<file path="config.mk">
export PLATFORM = sky130hd
export DESIGN_NAME = afrc_top
export DESIGN_NICKNAME = d
export VERILOG_FILES = /design/src/verilog/afrc_pkg.sv /design/src/verilog/afrc_top.sv
export SDC_FILE = /design/constraint.sdc
export NUM_CORES = 1
export LEC_CHECK = 0
export ABC_CLOCK_PERIOD_IN_PS = 2800
export BUFFER_PORTS_ARGS = -buffer_cell sky130_fd_sc_hd__buf_4
export CAP_MARGIN = 20
export CORE_AREA = 8 8 73 75
export DETAILED_ROUTE_END_ITERATION = 12
export DIE_AREA = 0 0 81 83
export PLACE_DENSITY = 0.93
export SLEW_MARGIN = 20
export SYNTH_ARGS = -nofsm -noshare
export SYNTH_HDL_FRONTEND = slang
export SYNTH_SLANG_ARGS = --single-unit
</file>
<file path="constraint.sdc">
create_clock -name ref_clk -period 2.8 [get_ports ref_clk]
set_input_delay 0.7 -clock ref_clk [delete_from_list [all_inputs] [get_ports ref_clk]]
set_output_delay 0.7 -clock ref_clk [all_outputs]
set_load 0.05 [all_outputs]
</file>
<file path="src/verilog/afrc_pkg.sv">
// Package of register offsets, field positions, reset values and types for the fault report block
package afrc_pkg;

  // Register offsets on the control bus
  localparam logic [7:0] OFS_CHAN_FAULT   = 8'h70;
  localparam logic [7:0] OFS_GLOBAL_FLT1  = 8'h71;
  localparam logic [7:0] OFS_GLOBAL_FLT2  = 8'h72;
  localparam logic [7:0] OFS_WARN_STATUS  = 8'h73;
  localparam logic [7:0] OFS_REPORT_MASK  = 8'h74;
  localparam logic [7:0] OFS_LATCH_CFG    = 8'h75;
  localparam logic [7:0] OFS_MISC_CTRL    = 8'h76;
  localparam logic [7:0] OFS_CLEAR_CMD    = 8'h78;

  // Reset values
  localparam logic [7:0] RST_REPORT_MASK  = 8'h00;
  localparam logic [7:0] RST_LATCH_CFG    = 8'hf8;
  localparam logic [7:0] RST_MISC_CTRL    = 8'h00;
  localparam logic [6:0] RST_CLEAR_RSVD   = 7'h00;

  // Field positions in fault_report_mask
  localparam int BIT_OVERTEMP_SHUTDOWN_MASK     = 7;
  localparam int BIT_LOGIC_UV_MASK = 6;
  localparam int BIT_LOGIC_OV_MASK = 5;
  localparam int BIT_CLK_MASK      = 4;
  localparam int BIT_PWR_UV_MASK   = 3;
  localparam int BIT_PWR_OV_MASK   = 2;
  localparam int BIT_DC_MASK       = 1;
  localparam int BIT_OC_MASK       = 0;

  // Field positions in fault_latch_config
  localparam int BIT_CLK_HOLD_EN   = 5;
  localparam int BIT_OVERTEMP_SHUTDOWN_HOLD_EN  = 4;
  localparam int BIT_OTW_HOLD_EN   = 3;
  localparam int BIT_OTW_MASK      = 2;

  // Field positions in misc_detect_control and fault_clear_command
  localparam int BIT_CLK_DET_HOLD  = 7;
  localparam int BIT_AUTO_RECOVER  = 4;
  localparam int BIT_ANALOG_CLEAR  = 7;

  // Status field positions
  localparam int BIT_LEFT_DC       = 3;
  localparam int BIT_RIGHT_DC      = 2;
  localparam int BIT_LEFT_OC       = 1;
  localparam int BIT_RIGHT_OC      = 0;
  localparam int BIT_CLK_FAULT     = 2;
  localparam int BIT_PWR_OV        = 1;
  localparam int BIT_PWR_UV        = 0;
  localparam int BIT_OVERTEMP_SHUTDOWN          = 0;
  localparam int BIT_OTW           = 2;

  // Live fault levels from the analog detectors
  typedef struct packed {
    logic left_dc;
    logic right_dc;
    logic left_oc;
    logic right_oc;
    logic clock_fault;
    logic power_over;
    logic power_under;
    logic logic_over;
    logic logic_under;
    logic overtemp_shutdown;
    logic overtemp_warning;
    logic clock_detect;
  } afrc_fault_s;

  // Register bus request
  typedef struct packed {
    logic       wr_en;
    logic       rd_en;
    logic [7:0] addr;
    logic [7:0] wdata;
  } afrc_bus_req_s;

endpackage : afrc_pkg

</file>
<file path="src/verilog/afrc_top.sv">
// Fault report mask, latch configuration, clear command and fault status registers
// How it works
// - Mask bit 7 hides shutdown; mask resets zero
// - Bits 6,5 hide logic supply under/over
// - Bit 4 hides clock fault report
// - Bits 3,2 hide power supply under/over
// - Bit 1 hides output DC faults
// - Bit 0 hides output over-current faults
// - Latch bit 5 holds clock fault; reset F8
// - Latch bit 4 holds over-temperature shutdown
// - Latch bit 3 holds over-temperature warning
// - Latch bit 2 hides over-temperature warning
// - Misc bit 7 holds or follows clock detect
// - Misc bit 4 allows shutdown auto recovery
// - Writing one to clear bit clears faults
// - Per-channel DC and over-current status readable
// - Warning status bit raised at threshold
`timescale 1ns/10ps
module afrc_top (
  // Clock and reset
  input  wire logic                   ref_clk,
  input  wire logic                   reset,
  // Register access port
  input  wire afrc_pkg::afrc_bus_req_s bus_req,
  output logic [7:0]                  rd_data,
  output logic                        rd_valid,
  // Live fault levels
  input  wire afrc_pkg::afrc_fault_s  fault_in,
  // Outward report and status
  output logic                        fault_report,
  output logic                        clock_detect_status,
  output logic                        fault_clear_pulse
);

  logic [7:0]  report_mask_ff;
  logic [7:0]  latch_cfg_ff;
  logic [7:0]  misc_ctrl_ff;
  logic [6:0]  clear_rsvd_ff;
  logic [11:0] held_ff;
  logic [11:0] state;
  logic        wr_clear;
  logic        nxt_report;
  logic [7:0]  nxt_rd_data;
  logic [8:0]  report_terms;
  logic [7:0]  chan_status;
  logic [7:0]  supply_status;
  logic [7:0]  shutdown_status;
  logic [7:0]  warning_status;

  // Write-one clear strobe
  // Decoded straight from the request so held faults drop at the write edge itself
  assign wr_clear = bus_req.wr_en && (bus_req.addr == afrc_pkg::OFS_CLEAR_CMD)
                    && bus_req.wdata[afrc_pkg::BIT_ANALOG_CLEAR];

  // Fault report mask; a set bit hides its fault from the outward report
  always_ff @(posedge ref_clk) begin
    if (reset) begin
      report_mask_ff <= afrc_pkg::RST_REPORT_MASK;
    end else if (bus_req.wr_en && (bus_req.addr == afrc_pkg::OFS_REPORT_MASK)) begin
      report_mask_ff <= bus_req.wdata;
    end
  end

  // Latch configuration; reserved bits keep whatever software writes
  always_ff @(posedge ref_clk) begin
    if (reset) begin
      latch_cfg_ff <= afrc_pkg::RST_LATCH_CFG;
    end else if (bus_req.wr_en && (bus_req.addr == afrc_pkg::OFS_LATCH_CFG)) begin
      latch_cfg_ff <= bus_req.wdata;
    end
  end

  // Detect hold and shutdown auto recovery controls
  always_ff @(posedge ref_clk) begin
    if (reset) begin
      misc_ctrl_ff <= afrc_pkg::RST_MISC_CTRL;
    end else if (bus_req.wr_en && (bus_req.addr == afrc_pkg::OFS_MISC_CTRL)) begin
      misc_ctrl_ff <= bus_req.wdata;
    end
  end

  // Reserved storage beside the clear command; the command bit is never stored
  always_ff @(posedge ref_clk) begin
    if (reset) begin
      clear_rsvd_ff <= afrc_pkg::RST_CLEAR_RSVD;
    end else if (bus_req.wr_en && (bus_req.addr == afrc_pkg::OFS_CLEAR_CMD)) begin
      clear_rsvd_ff <= bus_req.wdata[6:0];
    end
  end

  // Held copies of each fault, latched whatever the hold enables say; clear drops held state
  // A fault still live in the clear cycle wins, so a clear never hides it
  // Bit order matches afrc_fault_s: 11 left_dc down to 0 clock_detect
  always_ff @(posedge ref_clk) begin
    if (reset) begin
      held_ff <= 12'h000;
    end else begin
      for (int i = 0; i < 12; i++) begin
        held_ff[i] <= (held_ff[i] && !wr_clear) || fault_in[i];
      end
      // Auto recovery: shutdown follows live level when enabled
      if (misc_ctrl_ff[afrc_pkg::BIT_AUTO_RECOVER]) begin
        held_ff[2] <= fault_in.overtemp_shutdown;
      end
    end
  end

  // Effective fault view: the held copy keeps a fault after its live level
  // has dropped, and the live level is ORed in so a new fault shows at once
  always_comb begin
    state     = fault_in;
    // Channel and supply faults are analog faults, held until cleared
    state[11] = held_ff[11] || fault_in.left_dc;
    state[10] = held_ff[10] || fault_in.right_dc;
    state[9]  = held_ff[9]  || fault_in.left_oc;
    state[8]  = held_ff[8]  || fault_in.right_oc;
    state[6]  = held_ff[6]  || fault_in.power_over;
    state[5]  = held_ff[5]  || fault_in.power_under;
    state[4]  = held_ff[4]  || fault_in.logic_over;
    state[3]  = held_ff[3]  || fault_in.logic_under;
    // Clock fault, shutdown and warning are held only when enabled, else live
    if (latch_cfg_ff[afrc_pkg::BIT_CLK_HOLD_EN]) begin
      state[7] = held_ff[7] || fault_in.clock_fault;
    end
    if (latch_cfg_ff[afrc_pkg::BIT_OVERTEMP_SHUTDOWN_HOLD_EN]) begin
      state[2] = held_ff[2] || fault_in.overtemp_shutdown;
    end
    if (latch_cfg_ff[afrc_pkg::BIT_OTW_HOLD_EN]) begin
      state[1] = held_ff[1] || fault_in.overtemp_warning;
    end
    // Clock detect either stays once seen or follows the detector
    if (misc_ctrl_ff[afrc_pkg::BIT_CLK_DET_HOLD]) begin
      state[0] = held_ff[0] || fault_in.clock_detect;
    end
  end

  // One term per report mask bit, left and right sharing the DC and over-current terms, plus the warning; a set mask bit blanks its term
  always_comb begin
    report_terms    = 9'h000;
    report_terms[0] = state[2] && !report_mask_ff[afrc_pkg::BIT_OVERTEMP_SHUTDOWN_MASK];
    report_terms[1] = state[3] && !report_mask_ff[afrc_pkg::BIT_LOGIC_UV_MASK];
    report_terms[2] = state[4] && !report_mask_ff[afrc_pkg::BIT_LOGIC_OV_MASK];
    report_terms[3] = state[7] && !report_mask_ff[afrc_pkg::BIT_CLK_MASK];
    report_terms[4] = state[5] && !report_mask_ff[afrc_pkg::BIT_PWR_UV_MASK];
    report_terms[5] = state[6] && !report_mask_ff[afrc_pkg::BIT_PWR_OV_MASK];
    report_terms[6] = (state[11] || state[10]) && !report_mask_ff[afrc_pkg::BIT_DC_MASK];
    report_terms[7] = (state[9] || state[8]) && !report_mask_ff[afrc_pkg::BIT_OC_MASK];
    // The warning is masked from the latch configuration, not the report mask
    report_terms[8] = state[1] && !latch_cfg_ff[afrc_pkg::BIT_OTW_MASK];
    nxt_report      = |report_terms;
  end

  // Outward report, registered so the pin never glitches
  always_ff @(posedge ref_clk) begin
    if (reset) begin
      fault_report <= 1'b0;
    end else begin
      fault_report <= nxt_report;
    end
  end

  // Clock detect status, held or live per the detect hold bit
  always_ff @(posedge ref_clk) begin
    if (reset) begin
      clock_detect_status <= 1'b0;
    end else begin
      clock_detect_status <= state[0];
    end
  end

  // Clear pulse, one cycle after the write that asks for it
  always_ff @(posedge ref_clk) begin
    if (reset) begin
      fault_clear_pulse <= 1'b0;
    end else begin
      fault_clear_pulse <= wr_clear;
    end
  end

  // Status bytes from the effective fault view; reserved bits read zero
  assign chan_status     = {4'h0, state[11], state[10], state[9], state[8]};
  assign supply_status   = {5'h00, state[7], state[6], state[5]};
  assign shutdown_status = {7'h00, state[2]};
  assign warning_status  = {5'h00, state[1], 2'h0};

  // Read data mux; the clear bit always reads zero
  always_comb begin
    nxt_rd_data = 8'h00;
    case (bus_req.addr)
      afrc_pkg::OFS_CHAN_FAULT:  nxt_rd_data = chan_status;
      afrc_pkg::OFS_GLOBAL_FLT1: nxt_rd_data = supply_status;
      afrc_pkg::OFS_GLOBAL_FLT2: nxt_rd_data = shutdown_status;
      afrc_pkg::OFS_WARN_STATUS: nxt_rd_data = warning_status;
      afrc_pkg::OFS_REPORT_MASK: nxt_rd_data = report_mask_ff;
      afrc_pkg::OFS_LATCH_CFG:   nxt_rd_data = latch_cfg_ff;
      afrc_pkg::OFS_MISC_CTRL:   nxt_rd_data = misc_ctrl_ff;
      afrc_pkg::OFS_CLEAR_CMD:   nxt_rd_data = {1'b0, clear_rsvd_ff};
      default:                   nxt_rd_data = 8'h00;
    endcase
  end

  // Registered read answer
  always_ff @(posedge ref_clk) begin
    if (reset) begin
      rd_data  <= 8'h00;
      rd_valid <= 1'b0;
    end else begin
      rd_data  <= bus_req.rd_en ? nxt_rd_data : 8'h00;
      rd_valid <= bus_req.rd_en;
    end
  end

endmodule : afrc_top

</file>
Word-level counts from Yosys, hierarchy flattened
Cells that the tools add are included.

Eq/ne operators: 8. Reduce and logical (&&, ||, !) cells: 64. Mux-type cells: 6. Bitwise logic cells: 1.

Operators with widths (number): 8-bit by 7-bit == test with 1-bit output (second input constant) (8); 8-bit case mux with 8 select lines (1); 1-bit logical AND (26); 1-bit logical OR (26); 1-bit logical NOT (10); 9-bit OR reduction (1); 1-bit two-way mux (5); 2-bit OR reduction (1); 1-bit NOT (1).

Word-level logic and storage cells: 89. Bits of input ports: 32. Flip-flop bits (word level): 55.

Depth between registers and ports, before layout
Gate-level depths: netlist of the first run.

Word-level depth: 7. Depth in mapped cells: 6.

Worst setup path after synthesis of the first run
Ideal clock, no wire load.

Path kind: input-to-reg. From: input port bus_req[15] (netlist bit). To: register misc_ctrl_ff[0]. Data arrival time: 1.618 ns. Path slack: 1.055 ns. Stages on the path: 5. Library setup time: 0.128 ns. Path through: and4b_1 > buf_4 > nand4_2 > mux2i_1 > nor2_1.

Longest elaborated chain between the ends: 2.

Ends and longest elaborated chain: start, declared (line afrc_top.sv:24) `input wire afrc_pkg::afrc_bus_req_s bus_req,`; 8-bit by 7-bit == test with 1-bit output (line afrc_top.sv:77) `end else if (bus_req.wr_en && (bus_req.addr == afrc_pkg::OFS_MISC_CTRL)) begin`; 1-bit logical AND (line afrc_top.sv:77); end signal, assigned (line afrc_top.sv:76) `misc_ctrl_ff <= afrc_pkg::RST_MISC_CTRL;`; end signal, assigned (line afrc_top.sv:78) `misc_ctrl_ff <= bus_req.wdata;`; end, declared (line afrc_top.sv:37) `logic [7:0] misc_ctrl_ff;`.

Every way passes these cells. A chain may end at the register's enable or synchronous reset.

Worst setup path after layout of the first run
From: input port bus_req[9] (netlist bit). To: register latch_cfg_ff[5].

Longest elaborated chain between the ends: 2.

Ends and longest elaborated chain: 8-bit by 7-bit == test with 1-bit output (line afrc_top.sv:68) `end else if (bus_req.wr_en && (bus_req.addr == afrc_pkg::OFS_LATCH_CFG)) begin`; 1-bit logical AND (line afrc_top.sv:68); end signal, assigned (line afrc_top.sv:67) `latch_cfg_ff <= afrc_pkg::RST_LATCH_CFG;`; end signal, assigned (line afrc_top.sv:69) `latch_cfg_ff <= bus_req.wdata;`; end, declared (line afrc_top.sv:36) `logic [7:0] latch_cfg_ff;`.

Every way passes these cells.

==> results of run 1 <==
cells by family after synthesis:
kind of cell	Yosys count	share of synthesized area
flip-flops	55	0.459
AND/OR/NAND/NOR	91	0.182
buffers and inverters	29	0.0610
AO/OA/AOI/OAI	62	0.182
multiplexers	28	0.117
cell usage after synthesis (all sizes together):
cell	instances
a211o	1
a21oi	24
a22oi	5
a2bb2oi	1
a311oi	12
a32oi	1
and2	3
and2b	2
and3	1
and4	1
and4b	1
buf	8
clkbuf	8
dfxtp	55
inv	13
mux2i	28
nand2	21
nand2b	1
nand3	1
nand4	4
nor2	45
nor2b	2
nor3	8
nor3b	1
o211ai	1
o21a	1
o21ai	5
o22ai	3
o2bb2ai	8
worst max path at each step:
stage                      endpoint  slack [ns]   startpoint  depth (start not counted)
CTS                 latch_cfg_ff[5]        0.85   bus_req[9]                          5
global placement    latch_cfg_ff[1]        0.59   bus_req[9]                          5
floorplan           misc_ctrl_ff[0]        1.05  bus_req[15]                          5
detailed placement  latch_cfg_ff[5]        0.58   bus_req[9]                          5
finish              latch_cfg_ff[5]        0.82   bus_req[9]                          5
global route        latch_cfg_ff[4]        0.73   bus_req[9]                          5
registers in the layout, summed over array words and instances, names as in the netlist, 7 cells and up:
register and cells:
held_ff 12, latch_cfg_ff 8, misc_ctrl_ff 8, rd_data 8, report_mask_ff 8, clear_rsvd_ff 7
tightest hold or removal path: stages, from the launching register on:
cell,delay (ns)
dfxtp_1,0.32
nand2_1,0.05
a21oi_1,0.05
final cells by class:
cell class / count / area (µm²) / area share
Clock buffer: 8 / 100 / 0.0358
Inverter: 13 / 48.8 / 0.0174
Multi-Input combinational cell: 181 / 1150 / 0.412
Sequential cell: 55 / 1100 / 0.393
Tap cell: 52 / 65.1 / 0.0232
Timing Repair Buffer: 44 / 330 / 0.118
layer usage:
layer / up-vias / global-route usage / wire length (µm)
li1: 999 / - / -
met1: 930 / 0.223 / 2490
met2: 97 / 0.278 / 2850
met3: 13 / 0.0485 / 496
met4: 0 / 0.0715 / 127
met5: - / 0 / 0
layout by cell type (no fill, tap or decap), drive strengths merged:
cell and instances:
a21oi 24, a311oi 12, and3 1, a22oi 5, o2bb2ai 8, a32oi 1, o211ai 1, nand3 1
and2b 2, nor3 8, and4 1, and4b 1, nor2 45, inv 13, clkbuf 8, o22ai 3
nand2 21, a2bb2oi 1, dfxtp 55, nor2b 2, o21a 1, nand2b 1, and2 3, nor3b 1
nand4 4, mux2i 28, o21ai 5, a211o 1, buf 44
per-stage QoR:
stage                      util  hold WS [ns]  setup slack (ns)
after detailed placement  0.642         0.448             0.576
after global placement    0.642         0.443             0.586
after global routing      0.666         0.491             0.728
after CTS                 0.666         0.462             0.852
final                     0.666         0.463             0.822
after floorplan               -         0.437              1.05
power by group:
group,internal [mW],total [mW],leakage (nW),switching [mW]
logic,0.0602,0.144,0.751,0.0836
registers,0.797,0.802,0.448,0.00535
clock network,0.226,0.470,0.0515,0.244
total,1.08,1.42,1.25,0.333
==> summary.md, run 1 <==
| Metric | Value |
|---|---|
| Share of the synthesized area in the top cell type | `0.459` |
| Synthesized area | `between 0.002 and 0.0025 mm²` |
| Global-route wire length before repair | `between 9 and 10 mm` |
| CP Data Required Time | `around 3 ns` |
| Post-DP HPWL | `~4.3 mm` |
| CP Cell Sequence | `buf_4 -> and2b_1 -> nand4_2 -> nor3_1 -> a21oi_1` |
| Peak supply drop | `0.346 mV` |
| CTS sink cnt | `55` |
| GR Util All Layers | `0.178` |
| DRC marker count from the first detailed-route iteration | `about 230` |
| I/O pin total | `44` |
| Die Ht | `around 83 µm` |
| Period Utilization, post-route | `0.707` |
| Core Area | `0.00420 mm²` |
| Fillers | `between 300 and 400` |
| Pwr per Cell Area | `around 500 mW/mm²` |
| Rel. slew slack | `0.584` |
| RSZ-0062 raised after global routing | `false` |
| Setup TNS | `0 ns` |
| Max incr delay on CP | `0.49 ns` |
| Hold path endpoint | `clear_rsvd_ff[3]` |
| Actual slew at the worst max-slew pin | `between 0.6 and 0.7 ns` |
| Share of layout cells above drive strength 1 | `0.199` |
| Die width | `between 80 and 90 µm` |
| CP endpoint kind | `register` |
| Reg2Reg Depth | `4` |
| Hold buffer count at CTS | `0` |
| Post-route DRC | `0` |
| Arr. time, crit path | `between 2 and 2.5 ns` |
| # rows | `24` |
| WHS Path Cells | `2` |
| Max Buffers Root-to-Sink | `2` |
| Area delta synth->final | `16.6%` |
| Clock H-tree levels | `2` |
| Largest net degree at the start of global routing | `52` |
| Wire length per cell | `~17 µm` |
| Worst min path class | `reg2reg` |
| Leak | `between 1 and 1.5 nW` |
| Yosys warnings | `0` |
| Number of global-route vias before repair | `between 1.5k and 2k` |
| Final Instance Area | `roughly 0.0028 mm²` |
| Outcome | `finished clean` |
| Maximum fanout along the worst path | `15` |
| Syn nets | `roughly 300` |
| Fmax | `between 500 and 600 MHz` |
| Unique masters post-synth | `37` |
| Clock Skew | `0.00357 ns` |
| CP max stage cell | `and2b_1` |
| Num CTS Buffers | `5` |
| Post-CTS Setup Bufs | `0` |
| Placed instance area | `around 0.0027 mm²` |
| Yosys top cell by area | `dfxtp_1` |
| Final net count | `332` |
| Worst-path clk slew | `approximately 0.090 ns` |
| Worst R2R End | `rd_data[2]` |
| Vias | `~2.0k` |
| CTS tree | `built` |
| Fin cells | `approximately 350` |
| Reg-to-reg startpoint | `latch_cfg_ff[5]` |
| Final Hold Vio Count | `0` |
| Top cells by area, synth | `dfxtp_1 46%, mux2i_1 12%, nor2_1 7.0%, a21oi_1 5.0%, a311oi_1 3.3%` |
| Port Buf Inserts | `43` |
| Clock latency on the worst-skew pair | `~0.30 ns` |
| Resized Gates After CTS | `0` |
| Initial antenna violation count | `0` |
| 1st-pass router iterations | `5` |
| Aggregate global routing overflow | `0` |
| Final setup vio count | `0` |
| Max capacitance violation total | `0` |
| Final ANT Viol Nets | `0` |
| WS Path Type | `in2reg` |
| Placed Instances | `345` |
| Startpoint types | `primary input` |
| Initial Util | `0.571` |
| Total power | `~1.4 mW` |
| Worst Hold Launch | `clear_rsvd_ff[3]` |
| R2R Setup Slk | `roughly 1.6 ns` |
| Avg Cell Area, Syn | `roughly 9.1 µm²` |
| Critical path's top delay family | `simple AND/OR/NAND/NOR gates` |
| Mapped Cells | `between 200 and 300` |
| Root Buffer | `clkbuf_8` |
| Synth Register Bits | `55` |
| Worst path buffer plus inverter count | `1` |
| Register area share after synthesis | `0.459` |
| Min cycle time layout | `between 1.5 and 2 ns` |
| Ant diodes | `0` |
| Die footprint | `just under 0.007 mm²` |
| Total Wirelength | `5.96 mm` |
| Max Slew Vio Count | `0` |
| Global placement routability congestion | `between 0.8 and 0.9` |
| Post-DR vias/cell | `5.78` |
No activity file was read; power rests on OpenSTA's default activity.
==> run 2, diff against run 1 <==
- ABC_AREA: not set -> 1
- ABC_CLOCK_PERIOD_IN_PS: 2800 -> 1700
- CORE_AREA: 8 8 73 75 -> 8 8 80 82
- DIE_AREA: 0 0 81 83 -> 0 0 88 90
- PLACE_DENSITY: 0.93 -> 0.85
- clock period: 2.8 -> 1.7 ns (I/O delays scaled with it)
==> run 2 against run 1 <==
Against the previous run: register-to-register slack worse by 1.1 ns; worst hold slack got worse by 0.14 ns; synthesized cell count grew 27%.
==> summary.md, run 2 <==
| Metric | Value |
|---|---|
| Leak | `1.31 nW (+5.2%)` |
| Part of the power in registers | `0.551 (-0.015)` |
| Post-DP HPWL | `4.60 mm (+7.3%)` |
| Number of global-route vias before repair | `2108 (+9.3%)` |
| Sw Pwr | `0.559 mW (+68%)` |
| Register area | `0.00110 mm² (unchanged)` |
| CTS tree | `built` |
| Share of layout cells above drive strength 1 | `0.204 (+0.00485)` |
| Clock power frac | `0.348 (+0.016)` |
| Core Area | `0.00524 mm² (+25%)` |
| Mapped Cells | `337 (+27%)` |
| Number of synthesized flops with an enable pin | `0 (unchanged)` |
| Fillers | `490 (+40%)` |
| Initial Util | `0.479 (-0.0923)` |
| Fin cells | `454 (+29%)` |
| Share of the synthesized area in the top cell type | `0.439 (-0.0195)` |
| Post-route DRC | `0 (unchanged)` |
| Top reg by flops | `held_ff` |
| Wire length per cell | `13.1 µm (-22%)` |
| Syn nets | `369 (+24%)` |
| Post-synth top cells | `55 x dfxtp_1, 55 x nand2_1, 44 x a21oi_1` |
| Resized Gates After CTS | `0 (unchanged)` |
| Final net count | `414 (+25%)` |
| Critical path origin | `bus_req[15]` |
| Worst R2R End | `fault_report` |
| Capture point of the worst path | `rd_data[6]` |
| Unique masters post-synth | `28 (-24%)` |
| Synthesized area | `0.00251 mm² (+4.4%)` |
| Post-DR vias/cell | `5.04 (-13%)` |
| CP Data Required Time | `1.95 ns (-1.03 ns)` |
| Aggregate global routing overflow | `0 (unchanged)` |
| Worst-path clk slew | `0.09 ns (about the same)` |
| Internal power | `1.84 mW (+70%)` |
| DRC marker count from the first detailed-route iteration | `357 (+57%)` |
| Arr. time, crit path | `1.58 ns (-0.58 ns)` |
| Reg-to-reg startpoint | `held_ff[9]` |
| Max Buffers Root-to-Sink | `2 (unchanged)` |
| Post-CTS Setup Bufs | `0 (unchanged)` |
| Pwr per Cell Area | `806 mW/mm² (+59%)` |
| Largest net degree at the start of global routing | `21 (-60%)` |
| CP endpoint kind | `register` |
| Area delta synth->final | `18.8%` |
| Register area share after synthesis | `0.439 (-0.0195)` |
| Synth Flop Type | `dfxtp_1` |
| Yosys warnings | `0 (unchanged)` |
| Hold slack | `0.322 ns (-0.140 ns)` |
| Total Wirelength | `5.94 mm (-0.30%)` |
| Setup TNS | `0 ns (unchanged)` |
| Reg2Reg Depth | `5 (+1)` |
| Min cycle time layout | `1.34 ns` |
| Outcome | `finished clean` |
| Ant diodes | `0 (unchanged)` |
| Hold buffer count at CTS | `0 (unchanged)` |
| Final Hold Vio Count | `0 (unchanged)` |
| Initial antenna violation count | `0 (unchanged)` |
| Fin util | `0.569 (-0.0968)` |
| Die Ht | `90 µm (+8.4%)` |
| Top cells by area, synth | `dfxtp_1 44%, a21oi_1 8.8%, nand2_1 8.2%, nand3_1 7.4%, inv_1 6.1%` |
| Maximum fanout along the worst path | `20 (+5)` |
| Final ANT Viol Nets | `0 (unchanged)` |
| I/O pin total | `44 (unchanged)` |
| RSZ-0062 raised after global routing | `false` |
| Vias | `2289 (+12%)` |
| Max capacitance violation total | `0 (unchanged)` |
| Rel. slew slack | `0.797 (+0.213)` |
| Clock latency on the worst-skew pair | `0.31 ns (about the same)` |
| Area of the multi-input gates | `0.00114 mm² (-1.5%)` |
| Fmax | `between 700 and 800 MHz` |
| Startpoint types | `primary input` |
| GR Util All Layers | `0.158 (-0.0198)` |
| Worst Hold Launch | `fault_in[3]` |
| Peak supply drop | `0.549 mV (+59%)` |
| Commonest non-fill, non-tap cells in the layout | `55 x nand2_1, 55 x dfxtp_1, 50 x buf_4` |
| Yosys top cell by area | `dfxtp_1` |
| Num CTS Buffers | `5 (unchanged)` |
| Synth Register Bits | `55 (unchanged)` |
| Clock H-tree levels | `2 (unchanged)` |
| Worst min path class | `in2reg` |
| Switching part of the total | `0.232 (-0.00257)` |
| Global placement routability congestion | `0.864 (-3.1%)` |
| Max Slew Vio Count | `0 (unchanged)` |
| Placed Instances | `447 (+30%)` |
| Port Buf Inserts | `43 (unchanged)` |
| Die footprint | `0.00792 mm² (+18%)` |
| Root Buffer | `clkbuf_8` |
| # rows | `27 (+13%)` |
| CTS sink cnt | `55 (unchanged)` |
| 1st-pass router iterations | `4 (-1)` |
| R2R Setup Slk | `0.51 ns (-1.11 ns)` |
| WS Path Type | `in2reg` |
| Avg Cell Area, Syn | `7.44 µm² (-18%)` |
| Die width | `88 µm (+8.6%)` |
| Period Utilization, post-route | `0.787` |
| Clock Skew | `0.00365 ns (+0.0000790 ns)` |
| Final setup vio count | `0 (unchanged)` |
| Actual slew at the worst max-slew pin | `0.305 ns (-0.316 ns)` |
| Max reg flops | `12 (unchanged)` |
| Global-route wire length before repair | `9.91 mm (+4.3%)` |
| Ys async rst share | `0 (unchanged)` |
| Gate power share | `0.101 (about the same)` |
-- run 2: cell types whose count changed in the layout (fill, tap and decap cells not counted), sizes merged, moves of 5 or more --
cell	delta
nand3	+40
nand2	+38
inv	+30
o21ai	+30
mux2i	-28
a21oi	+21
a311oi	-12
o2bb2ai	-8
nor3	-7
buf	+6
nor2	-6
a22oi	-5
-- run 2: power by group through the flow --
stage	combinational (mW)	sequential [mW]	clock (mW)
2_1_floorplan	0.117	1.37	0
4_1_cts	0.244	1.32	0.850
6_report	0.243	1.32	0.836
5_1_grt	0.269	1.33	0.906
3_3_place_gp	0.238	1.35	0
3_5_place_dp	0.243	1.35	0
-- run 2: worst min-delay path by stage --
stage	cells after the start	to
3_5_place_dp	2	clear_rsvd_ff[1]
2_1_floorplan	2	misc_ctrl_ff[1]
5_1_grt	3	held_ff[9]
4_1_cts	3	held_ff[3]
3_3_place_gp	2	misc_ctrl_ff[2]
6_report	3	held_ff[3]
-- run 2: area by class of cell --
| cell class | instances | area share |
|---|---|---|
| inverters | 45 | 0.0584 |
| multi-input cells | 225 | 0.381 |
| flip-flops and latches | 55 | 0.370 |
| clock buffers | 6 | 0.0244 |
| clock inverters | 1 | 0.0101 |
| well taps | 72 | 0.0302 |
| repair buffers | 50 | 0.126 |
-- run 2: metrics by stage --
stage / instance area (µm²) / worst slack [ns] / power [mW]
global route: 2980 / 0.230 / 2.50
detailed placement: 2880 / 0.0454 / 1.60
global placement: 2880 / 0.0793 / 1.59
floorplan: 2510 / 0.358 / 1.48
finish: 2980 / 0.362 / 2.40
CTS: 2980 / 0.368 / 2.42
-- run 2: cells by family (layout without fill, tap and decap cells) --
group	count (synthesis)	after routing	share of synthesized area
compound gates	81	81	0.166
buf+inv	57	102	0.108
flops	55	55	0.439
simple gates	144	144	0.287
-- run 2: critical path, cell delays in order --
cell and delay (ns):
buf_4 0.10, inv_1 0.05, nand2_2 0.08, nor2_8 0.22, buf_4 0.27, nand2_1 0.09
nand3_1 0.10, o21ai_0 0.11, nor2_1 0.13
-- run 2: metal layers --
layer  vias up  global-route usage  part of all wire  wire length (µm)
met4         0              0.0861             0.028               164
li1       1181                   -                 -                 -
met2        66               0.266              0.51              3010
met3        12              0.0318             0.059               349
met5         -                   0                 0                 0
met1      1030               0.180              0.41              2420
==> run 3, diff against run 2 <==
- ABC_AREA: 1 -> 0
- ABC_CLOCK_PERIOD_IN_PS: 1700 -> 1100
- PLACE_DENSITY: 0.85 -> 0.83
- clock period: 1.7 -> 1.1 ns (I/O delays scaled with it)
==> run 3 against run 2 <==
Against the previous run: the run now ends with negative setup slack left; non-clock buffer count is 22 higher; final cell count decreased by 11%; clock-buffer cell count did not move; clock skew increased by 0.0073 ns; die area stayed put; sequential power grew 55%; clock power increased by 67%; sequential cell count unchanged; routed wire length increased by 24%; total power rose by 64%; first-iteration DRC count decreased by 32%; combinational power rose by 100%; largest power group unchanged.
==> summary.md, run 3 (synthesis gave the netlist of run 1 again) <==
| Metric | Value |
|---|---|
| GR Util All Layers | `0.184 (+0.0253)` |
| WS Path Type | `in2reg` |
| Top Metal Used | `met4` |
| Switching part of the total | `0.240 (+0.00738)` |
| Setup WS post-layout | `-0.0561 ns (-0.418 ns)` |
| Maximum fanout along the worst path | `10 (-50%)` |
| CTS tree | `built` |
| Largest net degree at the start of global routing | `52 (+150%)` |
| Rel. slew slack | `0.806 (+0.00885)` |
| Vias | `2354 (+2.8%)` |
| Period Utilization, post-route | `1.05` |
| CTS sink cnt | `55 (unchanged)` |
| Part of the power in registers | `0.520 (-0.031)` |
| Initial Util | `0.459 (-0.0203)` |
| Final setup vio count | `24 (+24)` |
| Most common library cell in the layout ignoring fill and taps | `buf_4` |
| Post-DR vias/cell | `5.83 (+16%)` |
| Hold buffer count at CTS | `0 (unchanged)` |
| Initial antenna violation count | `0 (unchanged)` |
| Gate power share | `0.125 (+0.024)` |
| Hold slack | `0.171 ns (-0.151 ns)` |
| Area delta synth->final | `38.4%` |
| Pwr per Cell Area | `1190 mW/mm² (+47%)` |
| Max Slew Vio Count | `0 (unchanged)` |
| Clock Skew | `0.0109 ns (+0.00728 ns)` |
| Global-route wire length before repair | `11.3 mm (+14%)` |
| Wire length per cell | `18.2 µm (+39%)` |
| Routed wl met3 | `604 µm (+73%)` |
| Port Buf Inserts | `43 (unchanged)` |
| Leak | `1.44 nW (+9.8%)` |
| Worst min path class | `in2reg` |
| Final net count | `363 (-12%)` |
| Internal power | `3.00 mW (+62%)` |
| WL met2 | `3.48 mm (+16%)` |
| Actual slew at the worst max-slew pin | `0.289 ns (-0.0163 ns)` |
| DRC marker count from the first detailed-route iteration | `242 (-32%)` |
| Total power | `3.94 mW (+64%)` |
| Commonest non-fill, non-tap cells in the layout | `52 x buf_4, 47 x dfxtp_1, 42 x nor2_1` |
| Clock latency on the worst-skew pair | `0.32 ns (about the same)` |
| CP Data Required Time | `1.35 ns (-0.60 ns)` |
| Peak supply drop | `0.643 mV (+17%)` |
| Die footprint | `0.00792 mm² (unchanged)` |
| Die Ht | `90 µm (unchanged)` |
| I/O pin total | `44 (unchanged)` |
| CP max stage cell | `and4b_1` |
| Outcome | `finished with violations` |
| Max incr delay on CP | `0.28 ns (about the same)` |
| Final ANT Viol Nets | `0 (unchanged)` |
| Final Hold Vio Count | `0 (unchanged)` |
| Root Buffer | `clkbuf_8` |
| Worst-path clk slew | `0.10 ns (about the same)` |
| Fmax | `865 MHz` |
| Share of layout cells above drive strength 1 | `0.370 (+0.166)` |
| Metal-1 WL | `2.97 mm (+22%)` |
| Aggregate global routing overflow | `0 (unchanged)` |
| Num CTS Buffers | `5 (unchanged)` |
| Core Area | `0.00524 mm² (unchanged)` |
| Max reg flops | `12 (unchanged)` |
| Arr. time, crit path | `1.41 ns (-0.17 ns)` |
| Global placement routability congestion | `0.912 (+5.6%)` |
| Top reg by flops | `held_ff` |
| CP endpoint kind | `register` |
| Violated checks | `negative setup slack` |
| CP Cell Sequence | `buf_6 -> and4b_1 -> buf_12 -> buf_4 -> and2_4 -> nand2_2 -> a21oi_2` |
| 1st-pass router iterations | `5 (+1)` |
| RSZ-0062 raised after global routing | `true` |
| Ant diodes | `0 (unchanged)` |
| Post-DP HPWL | `4.72 mm (+2.6%)` |
| Clock power frac | `0.356 (+0.008)` |
| Post-route DRC | `0 (unchanged)` |
| Number of global-route vias before repair | `2253 (+6.9%)` |
| Total Wirelength | `7.35 mm (+24%)` |
| Max Buffers Root-to-Sink | `2 (unchanged)` |
| Die width | `88 µm (unchanged)` |
| Max capacitance violation total | `0 (unchanged)` |
| Startpoint types | `primary input` |
| # rows | `27 (unchanged)` |
| Min cycle time layout | `1.16 ns` |
| Clock H-tree levels | `2 (unchanged)` |
| Sw Pwr | `0.945 mW (+69%)` |
[run 3: cell types whose count changed in the layout (fill, tap and decap cells not counted), moves of 14 or more]
cell | previous run | this run
nand2_1 | 55 | 17
nand3_1 | 37 | 1
inv_1 | 41 | 13
mux2i_1 | 0 | 28
a21oi_1 | 44 | 18
o21ai_0 | 27 | 4
buf_6 | 0 | 14
[run 3: timing repair]
item,in CTS,in global routing
endpoints found under the setup margin,59,50
buffers inserted,3,1
resized for setup,27,22
gates cloned,2,1
pin swaps,7,2
[run 3: critical path, delay by kind of cell]
| family | cells | cell delay, ns |
|---|---|---|
| AOI/OAI and AO/OA | 1 | 0.13 |
| buffers and inverters | 3 | 0.38 |
| and+or+nand+nor | 3 | 0.60 |
[run 3: metal layers]
layer | GRT usage | up-vias
met4 | 0.0875 | 0
met2 | 0.294 | 129
met3 | 0.0464 | 35
met5 | 0 | -
met1 | 0.221 | 1108
li1 | - | 1082
[run 3: final timing paths]
kind,cells past startpoint,to,start,slack (ns)
setup / recovery,7,rd_data[1],bus_req[15],-0.06
hold / removal,2,rd_valid,reset,0.17
setup reg to reg,4,rd_data[2],held_ff[7],-0.03
hold reg to reg,2,clear_rsvd_ff[1],clear_rsvd_ff[1],0.48
[run 3: final cells by class]
type / instances / area (µm²)
well taps: 72 / 90.1
clock inverters: 2 / 35.0
flip-flops and latches: 55 / 1110
repair buffers: 72 / 658
inverters: 13 / 48.8
fillers: 432 / 1910
multi-input cells: 184 / 1300
clock buffers: 6 / 82.6
[run 3: power groups by stage]
stage / clock network [mW] / logic (mW) / registers [mW]
final: 1.40 / 0.492 / 2.05
after CTS: 1.40 / 0.472 / 2.04
after global routing: 1.48 / 0.520 / 2.05
after detailed placement: 0 / 0.445 / 2.09
after global placement: 0 / 0.436 / 2.09
after floorplan: 0 / 0.188 / 2.11
[run 3: metrics by stage]
step	std cells	setup WS, ns	utilization	instance area, µm²	setup TNS, ns
2_1_floorplan	265	-0.140	-	2450	-4.57
3_3_place_gp	389	-0.432	0.571	2990	-18.04
3_5_place_dp	389	-0.448	0.571	2990	-19.21
4_1_cts	402	-0.0371	0.620	3250	-0.457
5_1_grt	404	-0.125	0.634	3320	-2.65
6_report	404	-0.0561	0.634	3320	-0.591
